<file path="src/hdl/accc_params.svh">
`ifndef ACCC_PARAMS_SVH
`define ACCC_PARAMS_SVH
`define ACCC_OFF_WORD0 8'h00
`define ACCC_OFF_TASK 8'h24
`define ACCC_OFF_TARGET 8'h28
`define ACCC_OFF_GO 8'h2c
`define ACCC_OFF_STAT 8'h30
`define ACCC_OFF_CODE 8'h34
`define ACCC_OFF_INIT 8'h38
`define ACCC_OFF_EXP 8'h3c
`define ACCC_OFF_CHCFG 8'h40
`define ACCC_OFF_CHTHR 8'h60
`define ACCC_OFF_LAST 8'h7c
`define ACCC_POS_FAULT_DIS 7
`define ACCC_POS_ALARM_EN 12
`define ACCC_POS_INIT_SEEN 8
`define ACCC_POS_INIT_ERR 9
`define ACCC_LEN_WORDS 16'h0003
`define ACCC_THR_MAX 16'h7fff
`define ACCC_THR_MIN 16'h8001
`define ACCC_THR_BAD 16'h8000
`define ACCC_RST_HI 16'h7fff
`define ACCC_RST_LO 16'h8001
`define ACCC_RST_TASK 16'h0001
`define ACCC_ERR_NONE 16'h0000
`define ACCC_ERR_LEN 16'h0001
`define ACCC_ERR_PAD 16'h0002
`define ACCC_ERR_CHAN 16'h0003
`define ACCC_ERR_RANGE 16'h0004
`define ACCC_ERR_ORDER 16'h0005
`define ACCC_BLINK_MS 250
`define ACCC_CLK_KHZ 100000
`define ACCC_BLINK_CYC (`ACCC_BLINK_MS * `ACCC_CLK_KHZ)
`endif

</file>
<file path="src/hdl/accc_pkg.sv">
package accc_pkg;
  typedef enum logic [2:0] {BS_TEST, BS_WAIT, BS_OK, BS_ERR, BS_HALT} accc_board_t;
  typedef struct packed {
    logic [8:0][15:0] words;
    logic [15:0] task_id;
    logic [15:0] target;
    logic err;
    logic [15:0] code;
    logic [7:0] perm;
    logic cfg_seen;
    logic cfg_err;
    logic [6:0] exp_cfg;
    logic [7:0] fault_en;
    logic [7:0] alarm_en;
    logic [7:0][15:0] hi;
    logic [7:0][15:0] lo;
    logic [7:0] hi_en;
    logic [7:0] lo_en;
    logic [16:0] sy1;
    logic [16:0] sy2;
    accc_board_t bstate;
    logic board_led;
    logic port_led;
    logic [6:0] exp_led;
    logic [31:0] rdata;
    logic slverr;
  } accc_state_t;
  typedef struct packed {
    logic [31:0] cnt;
    logic blink;
  } accc_blink_t;
endpackage

</file>
<file path="src/hdl/accc_blink.sv">
`timescale 1ns/100ps
`default_nettype none
module accc_blink import accc_pkg::*; #(
  parameter int unsigned HALF_CYC = 25000000
) (
  input wire logic clk,
  input wire logic rst_n,
  output logic blink
);
  accc_blink_t s_q, s_d;

  // free-running square wave shared by every flashing led so they flash in step
  always_comb begin
    s_d = s_q;
    if (s_q.cnt == 32'(HALF_CYC - 1)) begin
      s_d.cnt = '0;
      s_d.blink = ~s_q.blink;
    end else begin
      s_d.cnt = s_q.cnt + 32'h1;
    end
  end

  always_ff @(posedge clk) begin
    if (!rst_n) begin
      s_q <= '0;
    end else begin
      s_q <= s_d;
    end
  end

  assign blink = s_q.blink;
endmodule
`default_nettype wire

</file>
<file path="src/hdl/accc_top.sv">
// Local design decisions: the register offsets and the APB interface to the registers.
`timescale 1ns/100ps
`default_nettype none
`include "accc_params.svh"
module accc_top import accc_pkg::*; #(
  parameter int unsigned BLINK_CYC = `ACCC_BLINK_CYC
) (
  input wire logic SYS_CLK,
  input wire logic RST_N,
  input wire logic PSEL,
  input wire logic PENABLE,
  input wire logic PWRITE,
  input wire logic [7:0] PADDR,
  input wire logic [31:0] PWDATA,
  output logic [31:0] PRDATA,
  output logic PREADY,
  output logic PSLVERR,
  input wire logic SELF_TEST_PASS,
  input wire logic BOARD_FAIL,
  input wire logic EXP_BUS_OK,
  input wire logic [6:0] EXP_RESPONDING,
  input wire logic [6:0] EXP_FAIL,
  output logic BOARD_LED,
  output logic PORT_LED,
  output logic [6:0] EXP_LED,
  output logic CMD_ERROR,
  output logic [7:0] FAULT_REPORT_EN,
  output logic [7:0] ALARM_INT_EN,
  output logic [7:0] HI_ALARM_EN,
  output logic [7:0] LO_ALARM_EN
);
  accc_state_t s_q, s_d;
  logic blink;
  logic wr;
  logic go_w;
  logic [15:0] chk;
  logic [2:0] ch_idx;
  logic [15:0] w0;
  logic [15:0] w1;
  logic [15:0] w2;

  // whole command but the setup word checked before anything is touched
  function automatic logic [15:0] check_cmd(input logic [8:0][15:0] w, input logic [15:0] t);
    logic [15:0] c;
    c = `ACCC_ERR_NONE;
    if (w[0] != `ACCC_LEN_WORDS) begin
      c = `ACCC_ERR_LEN;
    end else if ((w[1] | w[2] | w[3] | w[4] | w[5]) != 16'h0000) begin
      c = `ACCC_ERR_PAD;
    end else if (t == 16'h0000 || t > 16'h0008) begin
      c = `ACCC_ERR_CHAN;
    end else if (w[7] == `ACCC_THR_BAD || w[8] == `ACCC_THR_BAD) begin
      c = `ACCC_ERR_RANGE;
    end else if ($signed(w[7]) <= $signed(w[8])) begin
      c = `ACCC_ERR_ORDER;
    end
    return c;
  endfunction

  function automatic accc_state_t rst_state();
    accc_state_t r;
    r = '0;
    r.bstate = BS_TEST;
    r.task_id = `ACCC_RST_TASK;
    r.fault_en = 8'hff;
    for (int i = 0; i < 8; i++) begin
      r.hi[i] = `ACCC_RST_HI;
      r.lo[i] = `ACCC_RST_LO;
    end
    return r;
  endfunction

  // returns {slverr, data}; unaligned or out-of-map addresses answer with an error
  function automatic logic [32:0] read_reg(input accc_state_t s, input logic [7:0] a);
    logic [32:0] r;
    r = '0;
    if (a[1:0] != 2'b00 || a > `ACCC_OFF_LAST) begin
      r[32] = 1'b1;
    end else if (a < `ACCC_OFF_TASK) begin
      r[15:0] = s.words[a[5:2]];
    end else if (a >= `ACCC_OFF_CHTHR) begin
      r[31:0] = {s.hi[a[4:2]], s.lo[a[4:2]]};
    end else if (a >= `ACCC_OFF_CHCFG) begin
      r[3:0] = {s.lo_en[a[4:2]], s.hi_en[a[4:2]], s.alarm_en[a[4:2]], s.fault_en[a[4:2]]};
    end else begin
      unique case (a)
        `ACCC_OFF_TASK: r[15:0] = s.task_id;
        `ACCC_OFF_TARGET: r[15:0] = s.target;
        `ACCC_OFF_GO: r[31:0] = '0;
        `ACCC_OFF_STAT: r[3:0] = {s.bstate, s.err};
        `ACCC_OFF_CODE: r[15:0] = s.code;
        `ACCC_OFF_INIT: r[9:0] = {s.cfg_err, s.cfg_seen, s.perm};
        `ACCC_OFF_EXP: r[6:0] = s.exp_cfg;
        default: r[32] = 1'b1;
      endcase
    end
    return r;
  endfunction

  accc_blink #(
    .HALF_CYC(BLINK_CYC)
  ) u_blink (
    .clk(SYS_CLK),
    .rst_n(RST_N),
    .blink(blink)
  );

  assign wr = PSEL & PENABLE & PWRITE;
  assign go_w = wr && PADDR == `ACCC_OFF_GO && PWDATA[0];
  // command words sit at block words seven to nine
  assign w0 = s_q.words[6];
  assign w1 = s_q.words[7];
  assign w2 = s_q.words[8];
  assign chk = check_cmd(s_q.words, s_q.task_id);
  assign ch_idx = 3'(s_q.task_id - 16'h0001);

  always_comb begin
    s_d = s_q;
    s_d.sy1 = {EXP_FAIL, EXP_RESPONDING, EXP_BUS_OK, BOARD_FAIL, SELF_TEST_PASS};
    s_d.sy2 = s_q.sy1;
    if (PSEL && !PENABLE) begin
      {s_d.slverr, s_d.rdata} = read_reg(s_q, PADDR);
    end
    if (wr) begin
      if (PADDR < `ACCC_OFF_TASK && PADDR[1:0] == 2'b00) begin
        s_d.words[PADDR[5:2]] = PWDATA[15:0];
      end
      unique case (PADDR)
        `ACCC_OFF_TASK: s_d.task_id = PWDATA[15:0];
        `ACCC_OFF_TARGET: s_d.target = PWDATA[15:0];
        `ACCC_OFF_STAT: begin
          if (PWDATA[0]) begin
            s_d.err = 1'b0;
          end
        end
        `ACCC_OFF_INIT: begin
          s_d.perm = PWDATA[7:0];
          if (PWDATA[`ACCC_POS_INIT_SEEN]) begin
            s_d.cfg_seen = 1'b1;
            s_d.cfg_err = PWDATA[`ACCC_POS_INIT_ERR];
          end
        end
        `ACCC_OFF_EXP: s_d.exp_cfg = PWDATA[6:0];
        default: ;
      endcase
    end
    // a command landing with an error clear still leaves the error set
    if (go_w) begin
      s_d.code = chk;
      if (chk != `ACCC_ERR_NONE) begin
        s_d.err = 1'b1;
      end else begin
        // bit positions are one-based in the setup word, so bit 8 is index 7
        s_d.fault_en[ch_idx] = ~w0[`ACCC_POS_FAULT_DIS];
        s_d.alarm_en[ch_idx] = w0[`ACCC_POS_ALARM_EN] & s_q.perm[ch_idx];
        s_d.hi[ch_idx] = w1;
        s_d.lo[ch_idx] = w2;
        s_d.hi_en[ch_idx] = w1 != `ACCC_THR_MAX;
        s_d.lo_en[ch_idx] = w2 != `ACCC_THR_MIN;
      end
    end
    unique case (s_q.bstate)
      BS_TEST: begin
        if (s_q.sy2[0]) begin
          s_d.bstate = BS_WAIT;
        end
      end
      BS_WAIT: begin
        if (s_q.cfg_seen) begin
          s_d.bstate = s_q.cfg_err ? BS_ERR : BS_OK;
        end
      end
      BS_OK, BS_ERR, BS_HALT: ;
    endcase
    // a failed board halts; nothing but reset leaves this state
    if (s_q.sy2[1]) begin
      s_d.bstate = BS_HALT;
    end
    s_d.board_led = (s_q.bstate == BS_WAIT) ? blink : (s_q.bstate == BS_OK);
    s_d.port_led = (s_q.bstate != BS_HALT) && s_q.sy2[2]
                   && ((s_q.sy2[9:3] & s_q.exp_cfg) != 7'h00);
    for (int i = 0; i < 7; i++) begin
      if (s_q.bstate == BS_HALT || s_q.sy2[10 + i]) begin
        s_d.exp_led[i] = 1'b0;
      end else begin
        s_d.exp_led[i] = s_q.exp_cfg[i] ? 1'b1 : blink;
      end
    end
  end

  always_ff @(posedge SYS_CLK) begin
    if (!RST_N) begin
      s_q <= rst_state();
    end else begin
      s_q <= s_d;
    end
  end

  // zero wait states: read data was captured in the setup cycle
  assign PREADY = 1'b1;
  assign PRDATA = s_q.rdata;
  assign PSLVERR = s_q.slverr;
  assign BOARD_LED = s_q.board_led;
  assign PORT_LED = s_q.port_led;
  assign EXP_LED = s_q.exp_led;
  assign CMD_ERROR = s_q.err;
  assign FAULT_REPORT_EN = s_q.fault_en;
  assign ALARM_INT_EN = s_q.alarm_en;
  assign HI_ALARM_EN = s_q.hi_en;
  assign LO_ALARM_EN = s_q.lo_en;

  property p_len;
    @(posedge SYS_CLK) disable iff (!RST_N)
    go_w && s_q.words[0] != 16'h0003 |=> CMD_ERROR && s_q.code == 16'h0001;
  endproperty
  a_len: assert property (p_len) else $error("bad length not rejected");

  property p_pad;
    @(posedge SYS_CLK) disable iff (!RST_N)
    go_w && s_q.words[0] == 16'h0003 && s_q.words[3] != 16'h0000 |=> CMD_ERROR;
  endproperty
  a_pad: assert property (p_pad) else $error("nonzero padding accepted");

  property p_apply;
    @(posedge SYS_CLK) disable iff (!RST_N)
    go_w && chk == 16'h0000 |=> s_q.hi[$past(ch_idx)] == $past(s_q.words[7])
      && s_q.lo[$past(ch_idx)] == $past(s_q.words[8]);
  endproperty
  a_apply: assert property (p_apply) else $error("thresholds not taken from words 8 and 9");

  property p_fault;
    @(posedge SYS_CLK) disable iff (!RST_N)
    go_w && chk == 16'h0000 |=> FAULT_REPORT_EN[$past(ch_idx)] == !$past(w0[7]);
  endproperty
  a_fault: assert property (p_fault) else $error("fault report bit wrong");

  property p_alarm;
    @(posedge SYS_CLK) disable iff (!RST_N)
    go_w && chk == 16'h0000 |=> ALARM_INT_EN[$past(ch_idx)] == ($past(w0[12])
      && $past(s_q.perm[ch_idx]));
  endproperty
  a_alarm: assert property (p_alarm) else $error("alarm interrupt enable wrong");

  property p_range;
    @(posedge SYS_CLK) disable iff (!RST_N)
    go_w && s_q.words[7] == 16'h8000 |-> chk != 16'h0000;
  endproperty
  a_range: assert property (p_range) else $error("threshold -32768 accepted");

  property p_keep;
    @(posedge SYS_CLK) disable iff (!RST_N)
    go_w && chk != 16'h0000 |=> $stable(s_q.hi) && $stable(s_q.lo) && $stable(FAULT_REPORT_EN)
      && $stable(ALARM_INT_EN) && $stable(HI_ALARM_EN) && $stable(LO_ALARM_EN) && CMD_ERROR;
  endproperty
  a_keep: assert property (p_keep) else $error("rejected command changed channel");

  property p_chan;
    @(posedge SYS_CLK) disable iff (!RST_N)
    go_w && s_q.words[0] == 16'h0003 && (s_q.words[1] | s_q.words[2] | s_q.words[3]
      | s_q.words[4] | s_q.words[5]) == 16'h0000
      && (s_q.task_id == 16'h0000 || s_q.task_id > 16'h0008) |=> s_q.code == 16'h0003;
  endproperty
  a_chan: assert property (p_chan) else $error("bad channel not rejected");

  property p_disable;
    @(posedge SYS_CLK) disable iff (!RST_N)
    go_w && chk == 16'h0000 && s_q.words[7] == 16'h7fff |=> !HI_ALARM_EN[$past(ch_idx)];
  endproperty
  a_disable: assert property (p_disable) else $error("full scale high alarm not off");

  property p_wait_led;
    @(posedge SYS_CLK) disable iff (!RST_N)
    s_q.bstate == BS_WAIT && !s_q.cfg_seen && !s_q.sy2[1] ##1 s_q.bstate == BS_WAIT
      |-> BOARD_LED == $past(blink);
  endproperty
  a_wait_led: assert property (p_wait_led) else $error("board led not flashing");

  property p_halt;
    @(posedge SYS_CLK) disable iff (!RST_N)
    s_q.sy2[1] |=> ##1 (!BOARD_LED && !PORT_LED && EXP_LED == 7'h00) [*2];
  endproperty
  a_halt: assert property (p_halt) else $error("leds lit after board failure");

  property p_port;
    @(posedge SYS_CLK) disable iff (!RST_N)
    (s_q.sy2[9:3] & s_q.exp_cfg) == 7'h00 |=> !PORT_LED;
  endproperty
  a_port: assert property (p_port) else $error("port led on with no responder");

  property p_sticky;
    @(posedge SYS_CLK) disable iff (!RST_N)
    CMD_ERROR && !(wr && PADDR == `ACCC_OFF_STAT && PWDATA[0]) |=> CMD_ERROR;
  endproperty
  a_sticky: assert property (p_sticky) else $error("error bit dropped without clear");

  property p_order;
    @(posedge SYS_CLK) disable iff (!RST_N)
    go_w && $signed(s_q.words[7]) <= $signed(s_q.words[8]) |=> CMD_ERROR;
  endproperty
  a_order: assert property (p_order) else $error("high threshold not above low accepted");

  property p_exp_fail;
    @(posedge SYS_CLK) disable iff (!RST_N)
    s_q.sy2[16:10] != 7'h00 |=> (EXP_LED & $past(s_q.sy2[16:10])) == 7'h00;
  endproperty
  a_exp_fail: assert property (p_exp_fail) else $error("failed expander led lit");

  property p_exp_on;
    @(posedge SYS_CLK) disable iff (!RST_N)
    s_q.bstate != BS_HALT && s_q.exp_cfg[0] && !s_q.sy2[10] |=> EXP_LED[0];
  endproperty
  a_exp_on: assert property (p_exp_on) else $error("configured expander led not on");

  property p_board_ok;
    @(posedge SYS_CLK) disable iff (!RST_N)
    s_q.bstate == BS_OK |=> BOARD_LED;
  endproperty
  a_board_ok: assert property (p_board_ok) else $error("board led off with valid config");

  property p_board_err;
    @(posedge SYS_CLK) disable iff (!RST_N)
    s_q.bstate == BS_ERR |=> !BOARD_LED;
  endproperty
  a_board_err: assert property (p_board_err) else $error("board led on with config error");

  property p_self_test;
    @(posedge SYS_CLK) disable iff (!RST_N)
    s_q.bstate == BS_TEST && s_q.sy2[0] && !s_q.sy2[1] |=> s_q.bstate == BS_WAIT;
  endproperty
  a_self_test: assert property (p_self_test) else $error("no wait after self test");
endmodule
`default_nettype wire

</file>
<file path="config.mk">
export PLATFORM = sky130hd
export DESIGN_NAME = accc_top
export DESIGN_NICKNAME = d
export VERILOG_FILES = /design/src/hdl/accc_pkg.sv /design/src/hdl/accc_blink.sv /design/src/hdl/accc_top.sv
export VERILOG_INCLUDE_DIRS = /design/src /design/src/hdl
export SDC_FILE = /design/constraint.sdc
export NUM_CORES = 1
export LEC_CHECK = 0
export BUFFER_PORTS_ARGS = -buffer_cell sky130_fd_sc_hd__buf_4
export CAP_MARGIN = 0
export CORE_MARGIN = 3
export CORE_UTILIZATION = 62
export DETAILED_ROUTE_END_ITERATION = 16
export PLACE_DENSITY = 0.83
export SYNTH_ARGS = -nofsm -noshare
export SYNTH_HDL_FRONTEND = slang
export SYNTH_HIERARCHICAL = 1
export SYNTH_SLANG_ARGS = --single-unit
</file>
<file path="constraint.sdc">
create_clock -name SYS_CLK -period 3.3 [get_ports SYS_CLK]
set_input_delay 0.165 -clock SYS_CLK [delete_from_list [all_inputs] [get_ports SYS_CLK]]
set_output_delay 0.165 -clock SYS_CLK [all_outputs]
set_load 0.02 [all_outputs]
</file>
==> out/metrics.yaml, run 1 <==
worstHoldPathType: "input port to flop"
cts-root-buf: "clkbuf_16"
ant_nets: 0
antennaDiodeCount: 0
report.final.slew_viol_count: 0
drt-vias-per-instance: 6.33
synth_area_per_cell_um2: 10.1
rsz0062_at_grt: "false"
synth-simple-area-share_pct: 17.3
synth_fa_ha_area_share_pct: 0.857
cp.required_ps: 3830
p_per_area_nw_per_um2: 467
synth_top_family_by_area: "multiplexers"
placedCellCount: 3251
setup_viol: 0
synth_flop_cell: "dfxtp_1"
clkTransAtPathRegs_ps: 60
clock_sinks: 597
cts_buffers: 58
track_usage_pct: 32.2
fin_cells: 3393
wire_per_inst_um: 22.8
cp_slowest_stage_delay_ps: 530
antenna_found_initial: 1
yosys-top-cells-area: "dfxtp_1 43%, mux2i_1 16%, mux4_2 8.9%"
syn-num-nets: 2821
timing.final.hold_violations: 0
first_global_vias: 21900
fp.dieW_um: 218
drcViolationCount: 0
final_nets: 2850
critPathMaxFanout: 36
crit_type: "flop to flop"
dieArea_um2: 47300
wl_um: 77300
synth_mux_area_share_pct: 25.2
arrival_ps: 3600
vias: 21500
first_iter_violations: 2391
endpoint_kind: "flop"
seq_area_frac_synth_pct: 43.1
port_buffers: 120
critPathSlowestCell: "dfxtp_1"
dr.pass1.iters: 6
synth_enable_flop_cells: 0
grt_start_max_net_pins: 121
ys.warnings.count: 6
cts_tree: "built"
period_share_pct: 92.9
syn-cell-area_um2: 27700
yosysTopAreaCell: "dfxtp_1"
worstPathCellList: "ha_1 > a21oi_1 > o21ai_0 > a221o_1 > o311a_1 > buf_4 > o2111ai_4 > buf_12 > mux2i_1"
worst_pin_slew_ps: 1130
final_cell_mix: "597 x dfxtp_1, 440 x mux2i_1, 351 x nand2_1"
ys_ff_latch: 597
gp_congestion: 0.961
min_period_ps: 3070
h-tree-depth: 2
fin_skew_ps: 22.4
synth.distinct_cells: 72
grt_first_pass_wirelength_um: 121000
ys_async_sr_fraction_pct: 0
yosys.area.top_type_share_pct: 43.1
synthCells: 2740
coreArea_um2: 43600
layout_commonest_cell: "dfxtp_1"
outcome: "completed"
synthXorXnorAreaFrac_pct: 0.410
critPathLaunchType: "flop"
fmax_mhz: 326
place_hpwl_um: 49400
rows: 76
ir_drop_mv: 0.383
clock_latency_ps: 630
maxCapViolCount: 0
maxSlewHeadroom_pct: 24.6
clockBufferDepth: 3
drive_gt1_share_pct: 16.0
gr-total-overflow: 0
synthToLayoutAreaGrowth_pct: 12.0
io-pin-count: 138
start_util_pct: 63.6
p_leak_nw: 12.7
synth_compound_area_share_pct: 7.05
dieHeight_um: 218
setup_tns_ps: 0
## flip-flops by register name (all words and copies together), names as in the netlist, 16 cells and up
name         count
PRDATA          32
w1              16
w0              16
s_d             17
u_blink/s_q     32
s_q            424
w2              16
## cells by family after synthesis
logic type	Yosys count
other	1
muxes	560
xor gates and xnor gates	13
DFF	597
buffers and inverters	310
and+or+nand+nor	951
adders and majority gates	19
AOI/OAI and AO/OA	289
## layer usage
metal / GRT usage, % / routed length, µm / part of all wire, %
met4: 16.4 / 4030 / 5.2
met5: 0 / 13 / 0.017
met3: 5.96 / 6150 / 8.0
met2: 53.8 / 36800 / 48
met1: 40.0 / 30300 / 39
## final cells by class
| cell class | count | area [µm²] |
|---|---|---|
| Multi-Input combinational cell | 1833 | 14300 |
| Timing Repair Buffer | 248 | 2150 |
| Clock inverter | 18 | 190 |
| Clock buffer | 81 | 1670 |
| Fill cell | 2992 | 12600 |
| Tap cell | 585 | 732 |
| Inverter | 31 | 118 |
| Sequential cell | 597 | 12000 |
## critical path: cells and delay by family (launching register included)
kind	cells	cell delay, ps
compound gates	5	1250
fa+ha+maj	1	310
buf+inv	2	590
flops	1	530
mux	1	260
## final timing paths
path         startpoint          to  slack (ps)  depth (start not counted)
min reg2reg     s_q[57]  EXP_LED[2]         400                          1
max reg2reg       w1[7]    s_q[277]         230                          9
max               w1[7]    s_q[277]         230                          9
min                PSEL  PRDATA[14]         140                          4
## cells in the mapped netlist, types with 43 or more instances
cell type  count
a21oi_1       69
clkbuf_1     123
nor2b_1      212
mux4_2       110
a21boi_0      64
nor2_1       138
mux2i_1      440
buf_4         82
buf_2         43
dfxtp_1      597
o21ai_0       50
nand2_1      351
## power by group
part	switching, W	leakage [nW]	internal (W)
Sequential	0.0000147	4.82	0.00723
Combinational	0.000430	6.96	0.000259
Clock	0.00284	0.927	0.00374
## stage by stage
step	worst slack [ps]	hold slack [ps]	cell area [µm²]	power, W	utilization [%]
5_1_grt	78.1	162	31100	0.0149	71.2
6_report	235	145	31100	0.0145	71.2
2_1_floorplan	622	292	27700	0.00782	-
3_5_place_dp	240	377	28800	0.00804	65.9
3_3_place_gp	337	376	28800	0.00803	65.9
4_1_cts	212	115	31100	0.0146	71.2
## timing repair
action | in CTS | in global routing
buffers inserted | 0 | 0
hold buffers | 43 | 0
gates resized for setup | 0 | 2
endpoints found under the hold margin | 210 | 0
setup endpoints to repair | 0 | 18
Note: power is estimated with default switching activity, not from simulation.
==> run 2, diff against run 1 <==
CTS_BUF_LIST = sky130_fd_sc_hd__clkbuf_16   (was unset)
==> run 2 against run 1 <==
Largest power group unchanged. Critical endpoint unchanged. Clock power shrank 5.5%. Highest routed layer is now met4. Critical path depth grew 1. Hold slack gained 15 ps. Sequential share of layout area grew 0.16 points.
==> out/metrics.yaml, run 2 (synthesized netlist as in run 1, its figures left out) <==
outcome: "completed"  # unchanged
setup_viol: 0  # unchanged
gp_congestion: 0.961  # unchanged
fin_total_pwr_w: 0.0142  # was 0.0145 W
fmax_mhz: 316  # was 326 MHz
ir_drop_mv: 0.384  # was 0.383 mV
start_util_pct: 63.6  # unchanged
ant_nets: 0  # unchanged
gr-total-overflow: 0  # unchanged
grt_start_max_net_pins: 121  # unchanged
drive_gt1_share_pct: 15.5  # was 16.0%
grt_first_pass_wirelength_um: 121000  # about the same
cp.required_ps: 3820  # was 3830 ps
placedCellCount: 3251  # unchanged
drt-vias-per-instance: 6.36  # was 6.33
h-tree-depth: 2  # unchanged
track_usage_pct: 32.1  # was 32.2%
cts_buffers: 58  # unchanged
timing.final.hold_violations: 0  # unchanged
report.final.slew_viol_count: 0  # unchanged
largest_reg_flops: 424  # unchanged
clkTransAtPathRegs_ps: 60  # about the same
final_nets: 2850  # unchanged
crit_type: "flop to flop"  # unchanged
cts_tree: "built"  # unchanged
antenna_found_initial: 0  # was 1
rows: 76  # unchanged
first_iter_violations: 2493  # was 2391
vias: 21600  # was 21500
drcViolationCount: 0  # unchanged
antennaDiodeCount: 0  # unchanged
worstHoldPathType: "input port to flop"  # unchanged
final_area_um2: 30900  # was 31100 µm²
wl_um: 77100  # was 77300 µm
fp.dieW_um: 218  # unchanged
period_share_pct: 95.8  # was 92.9%
worst_pin_slew_ps: 1170  # was 1130 ps
layout_commonest_cell: "dfxtp_1"  # unchanged
io-pin-count: 138  # unchanged
cts-root-buf: "clkbuf_16"  # unchanged
dieHeight_um: 218  # unchanged
rsz0062_at_grt: "false"  # unchanged
final_cell_mix: "597 x dfxtp_1, 440 x mux2i_1, 351 x nand2_1"  # unchanged
min_period_ps: 3160  # was 3070 ps
coreArea_um2: 43600  # unchanged
dr.pass1.iters: 6  # unchanged
fin_skew_ps: 23.4  # was 22.4 ps
port_buffers: 120  # unchanged
postCtsSetupBuffers: 0  # unchanged
regMostFlops: "s_q"  # unchanged
critPathLaunchType: "flop"  # unchanged
clock_sinks: 597  # unchanged
synthToLayoutAreaGrowth_pct: 11.5  # was 12.0%
maxCapViolCount: 0  # unchanged
place_hpwl_um: 49400  # unchanged
critPathMaxFanout: 36  # unchanged
arrival_ps: 3680  # was 3600 ps
clock_latency_ps: 630  # about the same
p_leak_nw: 12.7  # about the same
first_global_vias: 21900  # about the same
setup_tns_ps: 0  # unchanged
wire_per_inst_um: 22.7  # was 22.8 µm
dieArea_um2: 47300  # unchanged
clockBufferDepth: 3  # unchanged
place_area_um2: 28800  # unchanged
p_per_area_nw_per_um2: 458  # was 467 nW/µm²
fin_cells: 3393  # unchanged
maxSlewHeadroom_pct: 22.2  # was 24.6%
endpoint_kind: "flop"  # unchanged
[run 2: cell count changes in the layout (fill, tap and decap cells not counted)]
| cell | change |
|---|---|
| clkbuf_1 | -10 |
| clkbuf_8 | -13 |
| clkinv_1 | +13 |
| inv_1 | +10 |
[run 2: area by class of cell]
type	count	area [µm²]
clock buffer	58	1450
clock inverter	41	277
fill	3013	12700
inverter	31	118
multi-input combinational	1833	14300
sequential	597	12000
tap	585	732
timing repair buffer	248	2150
[run 2: routing by layer]
metal	wire length, µm	part of all wire [%]	GRT usage [%]	vias to the layer above
met5	0	0	0	-
met4	4030	5.2	16.0	0
met3	6790	8.8	5.88	277
met2	36500	47	53.7	1121
met1	29700	39	40.0	10600
li1	-	-	-	9624
[run 2: critical path: stages (launching register included)]
cell and delay, ps:
dfxtp_1 470, inv_1 80, ha_1 300, a21o_1 160
a21o_1 170, a221o_1 350, o311a_1 350, buf_4 240
o2111ai_4 240, buf_12 340, mux2i_1 310
[run 2: final timing paths]
check | end | start | slack [ps] | cells past startpoint
hold / removal | PRDATA[14] | PSEL | 160 | 4
setup reg to reg | s_q[277] | w2[13] | 140 | 10
hold reg to reg | EXP_LED[2] | s_q[57] | 400 | 1
setup / recovery | s_q[277] | w2[13] | 140 | 10
[run 2: timing repair]
action                                  4_1_cts  5_1_grt
endpoints found under the setup margin        0       17
hold endpoints to repair                    208        0
hold buffers                                 43        0
resized for setup                             0        2
[run 2: report_power, final]
part           leakage [nW]  internal (W)  switching, W
clock                 0.896       0.00340       0.00282
combinational          6.96      0.000259      0.000431
sequential             4.82       0.00723     0.0000147
total                  12.7        0.0109       0.00327
[run 2: stage by stage]
stage          setup slack, ps  hold slack, ps  util [%]
2_1_floorplan              622             292         -
3_3_place_gp               337             376      65.9
3_5_place_dp               240             377      65.9
4_1_cts                    213             117      70.9
5_1_grt                   79.4             181      70.9
6_report                   139             160      70.9
